--- config.mk ---
export PLATFORM = sky130hd
export DESIGN_NAME = video_pixel_pipeline
export DESIGN_NICKNAME = d
export VERILOG_FILES = /design/src/design/video_pixel_pkg.sv /design/src/design/load_stream_if.sv /design/src/design/load_fifo.sv /design/src/design/palette_ram.sv /design/src/design/video_pixel_pipeline.sv
export VERILOG_INCLUDE_DIRS = /design/src /design/src/design
export SDC_FILE = /design/constraint.sdc
export NUM_CORES = 1
export LEC_CHECK = 0
export ABC_AREA = 0
export BUFFER_PORTS_ARGS = -buffer_cell sky130_fd_sc_hd__buf_2
export CAP_MARGIN = 20
export CORE_MARGIN = 1
export CORE_UTILIZATION = 60
export DETAILED_ROUTE_END_ITERATION = 10
export GPL_TIMING_DRIVEN = 0
export PLACE_DENSITY = 0.82
export SKIP_CTS_REPAIR_TIMING = 1
export SLEW_MARGIN = 25
export SYNTH_ARGS = -nofsm -noshare
export SYNTH_HDL_FRONTEND = slang
export SYNTH_SLANG_ARGS = --single-unit
--- constraint.sdc ---
create_clock -name clk_sys -period 9.93 [get_ports clk_sys]
set_input_delay 1.4895 -clock clk_sys [delete_from_list [all_inputs] [get_ports clk_sys]]
set_output_delay 1.4895 -clock clk_sys [all_outputs]
set_load 0.01 [all_outputs]
--- src/design/video_pixel_defs.svh ---
/*
 Constants of the video pixel pipeline: scan counter layout,
 decode points, shifter and FIFO sizes, timing figures.
 Assumes inclusion by bare name from the design files.
*/
`ifndef VIDEO_PIXEL_DEFS_SVH
`define VIDEO_PIXEL_DEFS_SVH

// Scan counter: prescale bits below the video address
`define VP_PRE_W 2
`define VP_ADDR_W 14
`define VP_LINE_LSB 6
`define VP_IRQ4_BIT 11

// Decode points on line and column
`define VP_LINE_240 8'hF0
`define VP_VSYNC_LO 8'hF8
`define VP_VSYNC_HI 8'hFB
`define VP_HBLANK_LO 8'h02
`define VP_HBLANK_HI 8'h3D
`define VP_HSYNC_LO 8'h3E
`define VP_HSYNC_HI 8'h3F

// Load word, pixels per load, FIFO depth
`define VP_LOAD_W 24
`define VP_CODE_W 4
`define VP_PIX_PER_LOAD 3'h6
`define VP_FIFO_DEPTH 8

// Palette geometry
`define VP_PAL_AW 4
`define VP_PAL_DW 8

// Timing: system clock and load period
`define VP_CLK_NS 50
`define VP_LOAD_PERIOD_NS 1000
`define VP_LOAD_CYC (`VP_LOAD_PERIOD_NS / `VP_CLK_NS)

`endif

--- src/design/video_pixel_pkg.sv ---
/*
 Types of the video pixel pipeline.
 Assumes the constants header is on the include path.
*/
`include "video_pixel_defs.svh"

package video_pixel_pkg;
   // Pixel shifter states
   typedef enum logic {SH_IDLE, SH_RUN} shift_state_e;
   typedef logic [`VP_ADDR_W-1:0] scan_addr_t;
   typedef logic [`VP_LOAD_W-1:0] load_word_t;
endpackage

--- src/design/load_stream_if.sv ---
/*
 Valid/ready stream carrying captured load words.
 Assumes one clock shared by both ends.
*/
`timescale 1ns/1ps
`default_nettype none

interface load_stream_if #(
   parameter int W = 24
);
   logic valid;
   logic ready;
   logic [W-1:0] data;
   modport src (output valid, output data, input ready);
   modport snk (input valid, input data, output ready);
endinterface

`default_nettype wire

--- src/design/load_fifo.sv ---
/*
 Load word FIFO, width and depth as parameters.
 Assumes a power-of-two depth and one clock.
*/
`timescale 1ns/1ps
`default_nettype none

module load_fifo #(
   parameter int W = 24,
   parameter int DEPTH = 8
) (
   input wire logic clk_sys,
   input wire logic rst,
   load_stream_if.snk wr,
   load_stream_if.src rd
);
   localparam int AW = $clog2(DEPTH);

   // Pointer wrap bit needs a power-of-two depth
   if (DEPTH < 2 || (DEPTH & (DEPTH - 1)) != 0) begin : g_bad_depth
      $error("load_fifo depth must be a power of two");
   end

   logic [W-1:0] mem [DEPTH];
   logic [AW:0] wp;
   logic [AW:0] rp;

   // Full when indices match but wrap bits differ
   wire full = (wp[AW] != rp[AW]) && (wp[AW-1:0] == rp[AW-1:0]);
   wire empty = (wp == rp);
   wire push = wr.valid && !full;
   wire pop = rd.ready && !empty;

   assign wr.ready = !full;
   assign rd.valid = !empty;
   assign rd.data = mem[rp[AW-1:0]];

   // Storage, no reset needed
   always_ff @(posedge clk_sys) begin
      if (push) begin
         mem[wp[AW-1:0]] <= wr.data;
      end
   end

   // Pointers
   always_ff @(posedge clk_sys) begin
      if (rst) begin
         wp <= '0;
         rp <= '0;
      end else begin
         wp <= push ? wp + 1'b1 : wp;
         rp <= pop ? rp + 1'b1 : rp;
      end
   end
endmodule

`default_nettype wire

--- src/design/palette_ram.sv ---
/*
 Colour palette: 16 words of 8 bits, one write port and
 one combinational read port.
 Assumes the caller multiplexes the address.
*/
`timescale 1ns/1ps
`default_nettype none
`include "video_pixel_defs.svh"

module palette_ram (
   input wire logic clk_sys,
   input wire logic we,
   input wire logic [`VP_PAL_AW-1:0] addr,
   input wire logic [`VP_PAL_DW-1:0] wdata,
   output logic [`VP_PAL_DW-1:0] rdata
);
   logic [`VP_PAL_DW-1:0] mem [2**`VP_PAL_AW];

   // Contents undefined until software loads them
   always_ff @(posedge clk_sys) begin
      if (we) begin
         mem[addr] <= wdata;
      end
   end

   assign rdata = mem[addr];
endmodule

`default_nettype wire

--- src/design/video_pixel_pipeline.sv ---
/*
 Video pixel pipeline: clocked reset, scan address counter,
 load capture into a FIFO, pixel shifter, palette lookup,
 colour drive, sync and blanking, count read, interrupts.
 Assumes raw reset, E, 4 MHz, inverted 6 MHz, load strobe
 and bank data are asynchronous pins that clk_sys samples
 several times per period; processor strobes come from
 logic on clk_sys.
*/
`timescale 1ns/1ps
`default_nettype none
`include "video_pixel_defs.svh"

// Contract
// Load is taken only on a 4 MHz edge while the load strobe is low.
// Each inverted 6 MHz rising edge shifts out one 4-bit code.
// Order per load: two bank 1 codes, two bank 2, two bank 3.
// Loads recur each microsecond; six codes drain before the next load.
// Each code addresses a 16 by 8 palette that sets the colour.
// Palette write selects processor address bits and stores processor data.
// Palette word splits into red 3, green 3, blue 2 bits.
// Horizontal and vertical sync decoded from the scan address.
// Horizontal blanking decoded from scan address at left and right edges.
// Count read select places high scan address bits on the read data.
// Scan line 240 is decoded and raised as an interrupt.
// Scan address bit 11 gives a 4 ms periodic interrupt.
// Processor may only read the count and only write the palette.
// Clocked reset rises on the first E rising edge after raw reset.
// Load strobe captures all three banks after every video access.
// Scan counter held while clocked reset low, counts 4 MHz after.
// Upper nibble of each bank byte is shown first, lower second.
// Blanking forces red, green and blue to zero.
module video_pixel_pipeline
   import video_pixel_pkg::*;
#(
   parameter int DEPTH = `VP_FIFO_DEPTH
) (
   input wire logic clk_sys,
   input wire logic rst,
   input wire logic raw_reset_n,
   input wire logic e_clk,
   input wire logic clk_4m,
   input wire logic pix_clk_n,
   input wire logic shift_load_n,
   input wire logic [7:0] bank1_data,
   input wire logic [7:0] bank2_data,
   input wire logic [7:0] bank3_data,
   input wire logic palette_write_select_n,
   input wire logic vcount_read_select_n,
   input wire logic cpu_rnw,
   input wire logic [3:0] cpu_addr,
   input wire logic [7:0] cpu_wdata,
   output logic [7:0] cpu_rdata,
   output logic clocked_reset_n,
   output scan_addr_t video_addr,
   output logic load_ready,
   output logic [2:0] red,
   output logic [2:0] green,
   output logic [1:0] blue,
   output logic hsync,
   output logic vsync,
   output logic blank,
   output logic irq_count240,
   output logic irq_4ms
);

   // Inclusive range test shared by the decoders
   function automatic logic in_range(
      input logic [7:0] v,
      input logic [7:0] lo,
      input logic [7:0] hi
   );
      in_range = (v >= lo) && (v <= hi);
   endfunction

   // Pin synchronisers, a third stage only for edge detect
   logic [3:0] pin_s1;
   logic [3:0] pin_s2;
   logic [3:0] pin_s3;
   logic load_s1;
   logic load_s2;
   load_word_t bank_s1;
   load_word_t bank_s2;
   wire [3:0] pin_raw = {raw_reset_n, e_clk, clk_4m, pix_clk_n};

   always_ff @(posedge clk_sys) begin
      if (rst) begin
         pin_s1 <= 4'h0;
         pin_s2 <= 4'h0;
         pin_s3 <= 4'h0;
         load_s1 <= 1'b1;
         load_s2 <= 1'b1;
      end else begin
         pin_s1 <= pin_raw;
         pin_s2 <= pin_s1;
         pin_s3 <= pin_s2;
         load_s1 <= shift_load_n;
         load_s2 <= load_s1;
      end
   end

   // Bank data only matters when a load is taken
   always_ff @(posedge clk_sys) begin
      bank_s1 <= {bank1_data, bank2_data, bank3_data};
      bank_s2 <= bank_s1;
   end

   wire raw_ok = pin_s2[3];
   wire e_rise = pin_s2[2] && !pin_s3[2];
   wire c4_rise = pin_s2[1] && !pin_s3[1];
   wire pix_rise = pin_s2[0] && !pin_s3[0];

   // Clocked reset: drops with raw reset, rises on an E edge
   wire next_clocked_reset_n = !raw_ok ? 1'b0 :
      (e_rise ? 1'b1 : clocked_reset_n);

   always_ff @(posedge clk_sys) begin
      if (rst) begin
         clocked_reset_n <= 1'b0;
      end else begin
         clocked_reset_n <= next_clocked_reset_n;
      end
   end

   // Scan counter: four 4 MHz edges per video address
   logic [`VP_PRE_W+`VP_ADDR_W-1:0] scan;
   wire [`VP_PRE_W+`VP_ADDR_W-1:0] next_scan = !clocked_reset_n ? '0 :
      (c4_rise ? scan + 1'b1 : scan);

   always_ff @(posedge clk_sys) begin
      if (rst) begin
         scan <= '0;
      end else begin
         scan <= next_scan;
      end
   end

   assign video_addr = scan[`VP_PRE_W +: `VP_ADDR_W];

   // Line and column views of the scan address
   wire [7:0] line = video_addr[`VP_ADDR_W-1:`VP_LINE_LSB];
   wire [7:0] hcol = {2'b00, video_addr[`VP_LINE_LSB-1:0]};

   // Sync, blanking and interrupt decode
   wire next_hsync = in_range(hcol, `VP_HSYNC_LO, `VP_HSYNC_HI);
   wire next_vsync = in_range(line, `VP_VSYNC_LO, `VP_VSYNC_HI);
   wire hblank = !in_range(hcol, `VP_HBLANK_LO, `VP_HBLANK_HI);
   wire next_blank = hblank || (line >= `VP_LINE_240);
   wire next_irq240 = (line == `VP_LINE_240);
   wire next_irq4 = video_addr[`VP_IRQ4_BIT];

   // Registered so the monitor sees clean edges
   always_ff @(posedge clk_sys) begin
      if (rst) begin
         hsync <= 1'b0;
         vsync <= 1'b0;
         irq_count240 <= 1'b0;
         irq_4ms <= 1'b0;
      end else begin
         hsync <= next_hsync;
         vsync <= next_vsync;
         irq_count240 <= next_irq240;
         irq_4ms <= next_irq4;
      end
   end

   // Load capture: one word per low period of the strobe
   logic load_armed;
   load_stream_if #(.W(`VP_LOAD_W)) load_bus ();
   load_stream_if #(.W(`VP_LOAD_W)) pop_bus ();

   wire load_take = c4_rise && !load_s2 && load_armed
      && clocked_reset_n;
   assign load_bus.valid = load_take;
   assign load_bus.data = bank_s2;
   assign load_ready = load_bus.ready;

   // Rearm only after the strobe has gone high again
   always_ff @(posedge clk_sys) begin
      if (rst) begin
         load_armed <= 1'b1;
      end else begin
         load_armed <= load_s2 ? 1'b1 : (load_take ? 1'b0 : load_armed);
      end
   end

   // FIFO absorbs jitter between load and pixel edges
   load_fifo #(
      .W(`VP_LOAD_W),
      .DEPTH(DEPTH)
   ) u_fifo (
      .clk_sys(clk_sys),
      .rst(rst),
      .wr(load_bus),
      .rd(pop_bus)
   );

   // Pixel shifter
   shift_state_e state;
   load_word_t shreg;
   logic [2:0] left;
   logic [3:0] pixel_code;

   wire pix_step = pix_rise && (state == SH_RUN) && clocked_reset_n;
   wire last_step = pix_step && (left == 3'h1);
   // A new word is taken only once the old one is spent
   assign pop_bus.ready = (state == SH_IDLE) || last_step;
   wire pop = pop_bus.valid && pop_bus.ready;

   shift_state_e next_state;
   assign next_state = pop ? SH_RUN : (last_step ? SH_IDLE : state);

   // Bank 1 sits on top, upper nibble leaves first
   wire [`VP_LOAD_W-1:0] next_shreg = pop ? pop_bus.data :
      (pix_step ? {shreg[`VP_LOAD_W-5:0], 4'h0} : shreg);
   wire [2:0] next_left = pop ? `VP_PIX_PER_LOAD :
      (pix_step ? left - 3'h1 : left);

   always_ff @(posedge clk_sys) begin
      if (rst) begin
         state <= SH_IDLE;
         shreg <= '0;
         left <= 3'h0;
      end else begin
         state <= next_state;
         shreg <= next_shreg;
         left <= next_left;
      end
   end

   // Code presented to the palette mux
   always_ff @(posedge clk_sys) begin
      if (rst) begin
         pixel_code <= 4'h0;
      end else if (pix_step) begin
         pixel_code <= shreg[`VP_LOAD_W-1 -: `VP_CODE_W];
      end
   end

   // Page 0 style grant: write palette, read count only
   wire pal_wr = !palette_write_select_n && !cpu_rnw;
   wire vc_rd = !vcount_read_select_n && cpu_rnw;

   // Processor address wins the palette mux while writing
   wire [3:0] pal_addr = pal_wr ? cpu_addr : pixel_code;
   wire [7:0] pal_rdata;

   palette_ram u_palette (
      .clk_sys(clk_sys),
      .we(pal_wr),
      .addr(pal_addr),
      .wdata(cpu_wdata),
      .rdata(pal_rdata)
   );

   // Colour register; a write shows its entry, as the mux does
   logic [7:0] colour;
   wire [7:0] next_colour = next_blank ? 8'h00 : pal_rdata;

   always_ff @(posedge clk_sys) begin
      if (rst) begin
         colour <= 8'h00;
         blank <= 1'b1;
      end else begin
         colour <= next_colour;
         blank <= next_blank;
      end
   end

   assign red = colour[7:5];
   assign green = colour[4:2];
   assign blue = colour[1:0];

   // Count read: zero when not selected, so the bus can be ORed
   wire [7:0] next_rdata = vc_rd ? line : 8'h00;

   always_ff @(posedge clk_sys) begin
      if (rst) begin
         cpu_rdata <= 8'h00;
      end else begin
         cpu_rdata <= next_rdata;
      end
   end
endmodule

`default_nettype wire

==> results of run 1 <==
## metal layers
metal  up-vias  wire length [um]  part of all wire, %
met3        87              2440                  7.3
met5         -                 0                    0
met4         0              1120                  3.4
met1      4667             13300                   40
li1       4106                 -                    -
met2       456             16500                   49
## flip-flops by register name, indices dropped and copies added, names as in the netlist, 3 cells and up, named ones only
| name | count |
|---|---|
| pin_s1 | 4 |
| bank_s1 | 24 |
| scan | 16 |
| colour | 8 |
| u_fifo.wp | 4 |
| left | 3 |
| bank_s2 | 24 |
| cpu_rdata | 8 |
| pin_s2 | 4 |
| u_palette.mem | 128 |
| u_fifo.mem | 192 |
| shreg | 24 |
| u_fifo.rp | 4 |
| pin_s3 | 3 |
| pixel_code | 4 |
## cell families after synthesis
group	count (synthesis)
DFF	463
and+or+nand+nor	203
AOI/OAI and AO/OA	139
muxes	78
buffers and inverters	70
xor gates and xnor gates	24
adders and majority gates	5
## synth_stat cells (all sizes together), types with 3 or more instances
cell type / number / area, um2
xor2: 15 / 131
a21oi: 14 / 70.1
a222oi: 32 / 320
or3: 3 / 18.8
nor2: 43 / 164
a41oi: 8 / 70.1
nand2: 47 / 176
o21ai: 6 / 52.6
edfxtp: 320 / 9610
nand4b: 3 / 26.3
inv: 9 / 33.8
mux2: 4 / 45.0
and3: 4 / 25.0
mux4: 48 / 1080
mux2i: 26 / 260
xnor2: 9 / 78.8
dfxtp: 143 / 2860
clkbuf: 22 / 82.6
and4: 3 / 26.3
buf: 39 / 259
nor2b: 41 / 257
a211oi: 40 / 300
or2: 4 / 25.0
and2: 9 / 56.3
a21o: 32 / 240
nand3: 19 / 95.1
nor3: 3 / 15.0
nand4: 4 / 25.0
nand2b: 5 / 31.3
ha: 5 / 62.6
nor4: 5 / 31.3
## worst max-delay path by stage
stage | from | endpoint | slack (ns)
6_report | cpu_rnw | u_palette.mem[10][7]$_DFFE_PP_ | 6.62
5_1_grt | cpu_rnw | u_palette.mem[10][7]$_DFFE_PP_ | 6.54
3_5_place_dp | cpu_rnw | u_palette.mem[10][6]$_DFFE_PP_ | 6.11
2_1_floorplan | pin_s2[1]$_SDFF_PP0_ | u_fifo.mem[0][0]$_DFFE_PP_ | 6.57
4_1_cts | cpu_rnw | u_palette.mem[10][7]$_DFFE_PP_ | 6.65
3_3_place_gp | pin_s2[1]$_SDFF_PP0_ | u_fifo.mem[0][16]$_DFFE_PP_ | 4.99
## worst max-delay path, stage by stage
cell and delay [ns]:
buf_2 0.14, or4b_1 0.59, o21ai_2 0.27, buf_4 0.28, nor2b_1 0.68
## power by group through the flow
stage          sequential (mW)  clock [mW]  combinational, mW
5_1_grt                   2.12        1.70              0.146
4_1_cts                   2.12        1.63              0.135
3_5_place_dp              2.16           0              0.131
6_report                  2.12        1.62              0.135
3_3_place_gp              2.16           0              0.127
2_1_floorplan             2.15           0             0.0879
## per-stage QoR
stage / setup slack [ns] / instances / power, mW
floorplan: 6.57 / 982 / 2.24
global placement: 4.99 / 1435 / 2.29
detailed placement: 6.11 / 1450 / 2.29
finish: 6.62 / 1531 / 3.87
CTS: 6.65 / 1531 / 3.89
global route: 6.54 / 1531 / 3.97
## final cells by class
type                       count  area share [%]
clock inverter                18           0.825
tap                          372            2.42
timing repair buffer          96            3.26
clock buffer                  63            6.50
multi-input combinational    449            20.3
sequential                   463            64.7
inverter                       9           0.175
buffer                        61            1.77
==> flow_metrics.tcl, run 1 <==
set metrics [dict create \
    synth_compound_area_share_pct 6.72 \
    synth-edff-count 320 \
    fmax_mhz 302 \
    wl_mm 33.4 \
    grt_antenna_before_repair 0 \
    synth-simple-area-share_pct 6.37 \
    drive_gt1_share_pct 23.9 \
    cts_made_buffers 44 \
    synthCells 982 \
    grt_pass1_vias 9114 \
    finalHoldViolCount 0 \
    timing.rr.start "pin_s2[1]$_SDFF_PP0_" \
    fp-row-count 60 \
    synth_xor_area_share_pct 1.26 \
    cp.required_ns 10.08 \
    outcome "finished, final reports clean" \
    synth_fa_ha_area_share_pct 0.375 \
    worstHoldStart "bank_s1[11]$_DFF_P_" \
    cap_viol_max_count 0 \
    wl_per_cell_um 21.8 \
    p_per_area_mw_per_mm2 201 \
    die_area_mm2 0.0285 \
    crit_path_max_fanout 10 \
    layout_commonest_cell "edfxtp_1" \
    drt-initial-drc-count 1037 \
    leakage_nw 6.71 \
    hold_path_depth 0 \
    io_pins 83 \
    clkPwrFrac_pct 41.7 \
    route.vias.total 9316 \
    fin_area_mm2 0.0193 \
    crit_type "in -> reg" \
    multi_input_area_mm2 0.00392 \
    fin_setup_tns_ns 0 \
    nets 1175 \
    path_clk_slew_ns 0.06 \
    critPathCaptureType "flip-flop" \
    grt_start_max_net_pins 21 \
    ant_nets 0 \
    place_hpwl_mm 20.8 \
    worst_clock_skew_ns 0.0303 \
    worst-slew-pin-transition_ns 1.01 \
    cts_sinks 463 \
    internal-power_mw 3.09 \
    grt_pass1_wl_mm 51.5 \
    synthMuxAreaShare_pct 8.31 \
    cts_buffer_depth 3 \
    area_delta_synth_final_pct 15.4 \
    fin_hold_ws_ns 0.325 \
    synth.avg_cell_area_um2 17.0 \
    cts-root-buf "clkbuf_16" \
    power_frac_seq_pct 54.8 \
    fp.dieH_um 169 \
    met2_usage_pct 40.6 \
    post_dp_cell_area_mm2 0.0179 \
    syn_area_mm2 0.0167 \
    drc_errors 0 \
    nFillCells 1638 \
    arrival_ns 3.46 \
    worstSkewPairLatency_ns 0.54 \
    n_antenna_cell 0 \
    slew_headroom_pct 32.4 \
    slew_viol_final 0 \
    postSynth.asyncResetShare_pct 0 \
    start_kind "input port" \
    gp_congestion 0.873 \
    synthFlopType "edfxtp_1" \
    min_period_over_period_pct 33.4 \
    ys_ff_latch 463 \
    viasPerCell 6.08 \
    grt-ovfl-total 0 \
    min_delay_worst_endpoint "bank_s2[11]$_DFF_P_" \
    grt_use_met3_pct 4.04 \
    die_w_um 169 \
    fin_crit_ns 3.31 \
    comb_power_share_pct 3.5 \
    rr_endpoint "u_fifo.mem[0][13]$_DFFE_PP_" \
    setup_viol 0 \
    hp-class "reg -> reg" \
    syn-num-nets 1033 \
    groute.usage.overall_pct 24.1 \
    ys_seq_area_share_pct 74.7 \
    r2r_setup_slack_ns 7.17 \
    grt.busiest_layer "met2" \
    grt.met1_usage_pct 31.8 \
    switching_share_pct 20.3 \
    r2r_cells 8 \
    initial_utilization_pct 61.6 \
    synth_top_family_by_area "multiplexers" \
    io_buffers 81 \
    max-vdd-ir-drop_v 0.000180 \
    p_switching_uw 786 \
    post-route-util_pct 71.1 \
    fp.coreArea_mm2 0.0271 \
    cts-htree-levels 2 \
    regArea_mm2 0.0125 \
    synth-warning-count 0 \
    grt_setup_unrepaired "no" \
    cts_tree "built" \
    synth_cell_type_count 51 \
    final_cell_mix "edfxtp_1, dfxtp_1, buf_2" \
    drt_first_pass_iters 6 \
]
No activity file was read; power rests on OpenSTA's default activity.
==> run 2, diff against run 1 <==
==> constraint.sdc (replaced) <==
create_clock -name clk_sys -period 3.12 [get_ports clk_sys]
set_input_delay 0.468 -clock clk_sys [delete_from_list [all_inputs] [get_ports clk_sys]]
set_output_delay 0.468 -clock clk_sys [all_outputs]
set_load 0.01 [all_outputs]
==> flow_metrics.tcl, run 2 (synthesis gave the netlist of run 1 again) <==
set metrics [dict create \
    groute.usage.overall_pct 24.6 \
    n_antenna_cell 0 \
    min_period_over_period_pct 80.3 \
    grt_setup_unrepaired "no" \
    outcome "finished, final reports clean" \
    initial_utilization_pct 61.6 \
    slew_headroom_pct 40.0 \
    cap_viol_max_count 0 \
    critPathCaptureType "flip-flop" \
    arrival_ns 2.75 \
    drc_errors 0 \
    worst-slew-pin-transition_ns 0.892 \
    grt_pass1_vias 9352 \
    post-route-util_pct 71.5 \
    die_w_um 169 \
    fin_hold_ws_ns 0.0246 \
    hp-class "in -> reg" \
    path_clk_slew_ns 0.07 \
    grt-ovfl-total 0 \
    cp_cell_sequence "xnor2_1 -> nand4_1 -> nand3_1 -> nor2_4 -> buf_16" \
    fmax_mhz 399 \
    final_cell_mix "edfxtp_1, dfxtp_1, buf_2" \
    worst_clock_skew_ns 0.0174 \
    max-vdd-ir-drop_v 0.000516 \
    drt_first_pass_iters 6 \
    fin_area_mm2 0.0194 \
    io_pins 83 \
    timing.rr.start "u_fifo.wp[1]$_SDFFE_PP0P_" \
    nets 1172 \
    wl_mm 34.1 \
    ant_nets 0 \
    top_regs "u_fifo.mem (192), u_palette.mem (128)" \
    critical_path.endpoint "u_fifo.mem[3][15]$_DFFE_PP_" \
    post_dp_cell_area_mm2 0.0179 \
    grt_start_max_net_pins 21 \
    fp-row-count 60 \
    layout_commonest_cell "edfxtp_1" \
    fin_ws_ns 0.613 \
    place_inst 1447 \
    p_per_area_mw_per_mm2 655 \
    start_kind "flip-flop" \
    largest_register "u_fifo.mem" \
    route.vias.total 9269 \
    crit_path_max_fanout 15 \
    die_area_mm2 0.0285 \
    largest_reg_flops 192 \
    r2r_cells 5 \
    r2r_setup_slack_ns 0.61 \
    nFillCells 1570 \
    slowest_stage "dfxtp_1" \
    cts-htree-levels 2 \
    fin_crit_ns 2.51 \
    viasPerCell 6.06 \
    cts_sinks 463 \
    rr_endpoint "u_fifo.mem[3][15]$_DFFE_PP_" \
    cp.required_ns 3.36 \
    pre_cts_ws_ns 0.334 \
    cts_tree "built" \
    area_delta_synth_final_pct 16.2 \
    place_hpwl_mm 21.4 \
    cts_made_buffers 44 \
    fin_cells 1529 \
    io_buffers 81 \
    worstSkewPairLatency_ns 0.56 \
    drt-initial-drc-count 1044 \
    setup_viol 0 \
    gp_congestion 0.887 \
    grt_pass1_wl_mm 52.3 \
    fp.dieH_um 169 \
    leakage_nw 6.74 \
    wl_per_cell_um 22.3 \
    cts-root-buf "clkbuf_16" \
    drive_gt1_share_pct 24.1 \
    finalHoldViolCount 0 \
    critical-path-max-stage-delay_ns 0.60 \
    fp.coreArea_mm2 0.0271 \
    crit_type "reg -> reg" \
    cts_buffer_depth 3 \
    crit_start "u_fifo.wp[1]$_SDFFE_PP0P_" \
    slew_viol_final 0 \
    grt_antenna_before_repair 0 \
]
run 2: cell type report:
class | count | area (um2) | area share (%)
clock buffers | 55 | 1260 | 6.49
well taps | 372 | 465 | 2.40
multi-input cells | 449 | 3930 | 20.3
flip-flops and latches | 463 | 12500 | 64.3
clock inverters | 27 | 268 | 1.38
plain buffers | 61 | 342 | 1.76
inverters | 9 | 33.8 | 0.174
repair buffers | 93 | 619 | 3.19
run 2: worst min path at each step:
stage                        start             endpoint  slack, ns  cells after the start
2_1_floorplan   bank_s1[0]$_DFF_P_   bank_s2[0]$_DFF_P_       0.31                      0
3_3_place_gp   bank_s1[12]$_DFF_P_  bank_s2[12]$_DFF_P_       0.31                      0
3_5_place_dp   bank_s1[13]$_DFF_P_  bank_s2[13]$_DFF_P_       0.31                      0
4_1_cts              bank3_data[2]   bank_s1[2]$_DFF_P_       0.01                      1
5_1_grt              bank3_data[7]   bank_s1[7]$_DFF_P_       0.01                      1
6_report             bank3_data[2]   bank_s1[2]$_DFF_P_       0.02                      1
run 2: critical path: cells and delay by family (launching register included):
kind,cells,cell delay (ns)
xor+xnor,1,0.16
buf+inv,1,0.23
flops,1,0.60
simple gates,3,1.21
run 2: where the power goes:
group / internal (mW) / switching, mW / total, mW / leakage [nW]
Clock: 3.28 / 2.24 / 5.52 / 0.760
Combinational: 0.184 / 0.249 / 0.433 / 1.93
Sequential: 6.67 / 0.0871 / 6.75 / 4.05
Total: 10.1 / 2.57 / 12.7 / 6.74
run 2: layer usage:
metal,global-route usage (%),routed length (um)
met1,31.5,13400
met2,41.3,16800
met3,4.84,2640
met4,10.1,1230
met5,0,0
run 2: stage by stage:
| step | power [mW] | TNS [ns] |
|---|---|---|
| 3_3_place_gp | 7.27 | -97.56 |
| 5_1_grt | 13.0 | 0 |
| 4_1_cts | 12.7 | 0 |
| 6_report | 12.7 | 0 |
| 3_5_place_dp | 7.30 | 0 |
| 2_1_floorplan | 7.13 | 0 |
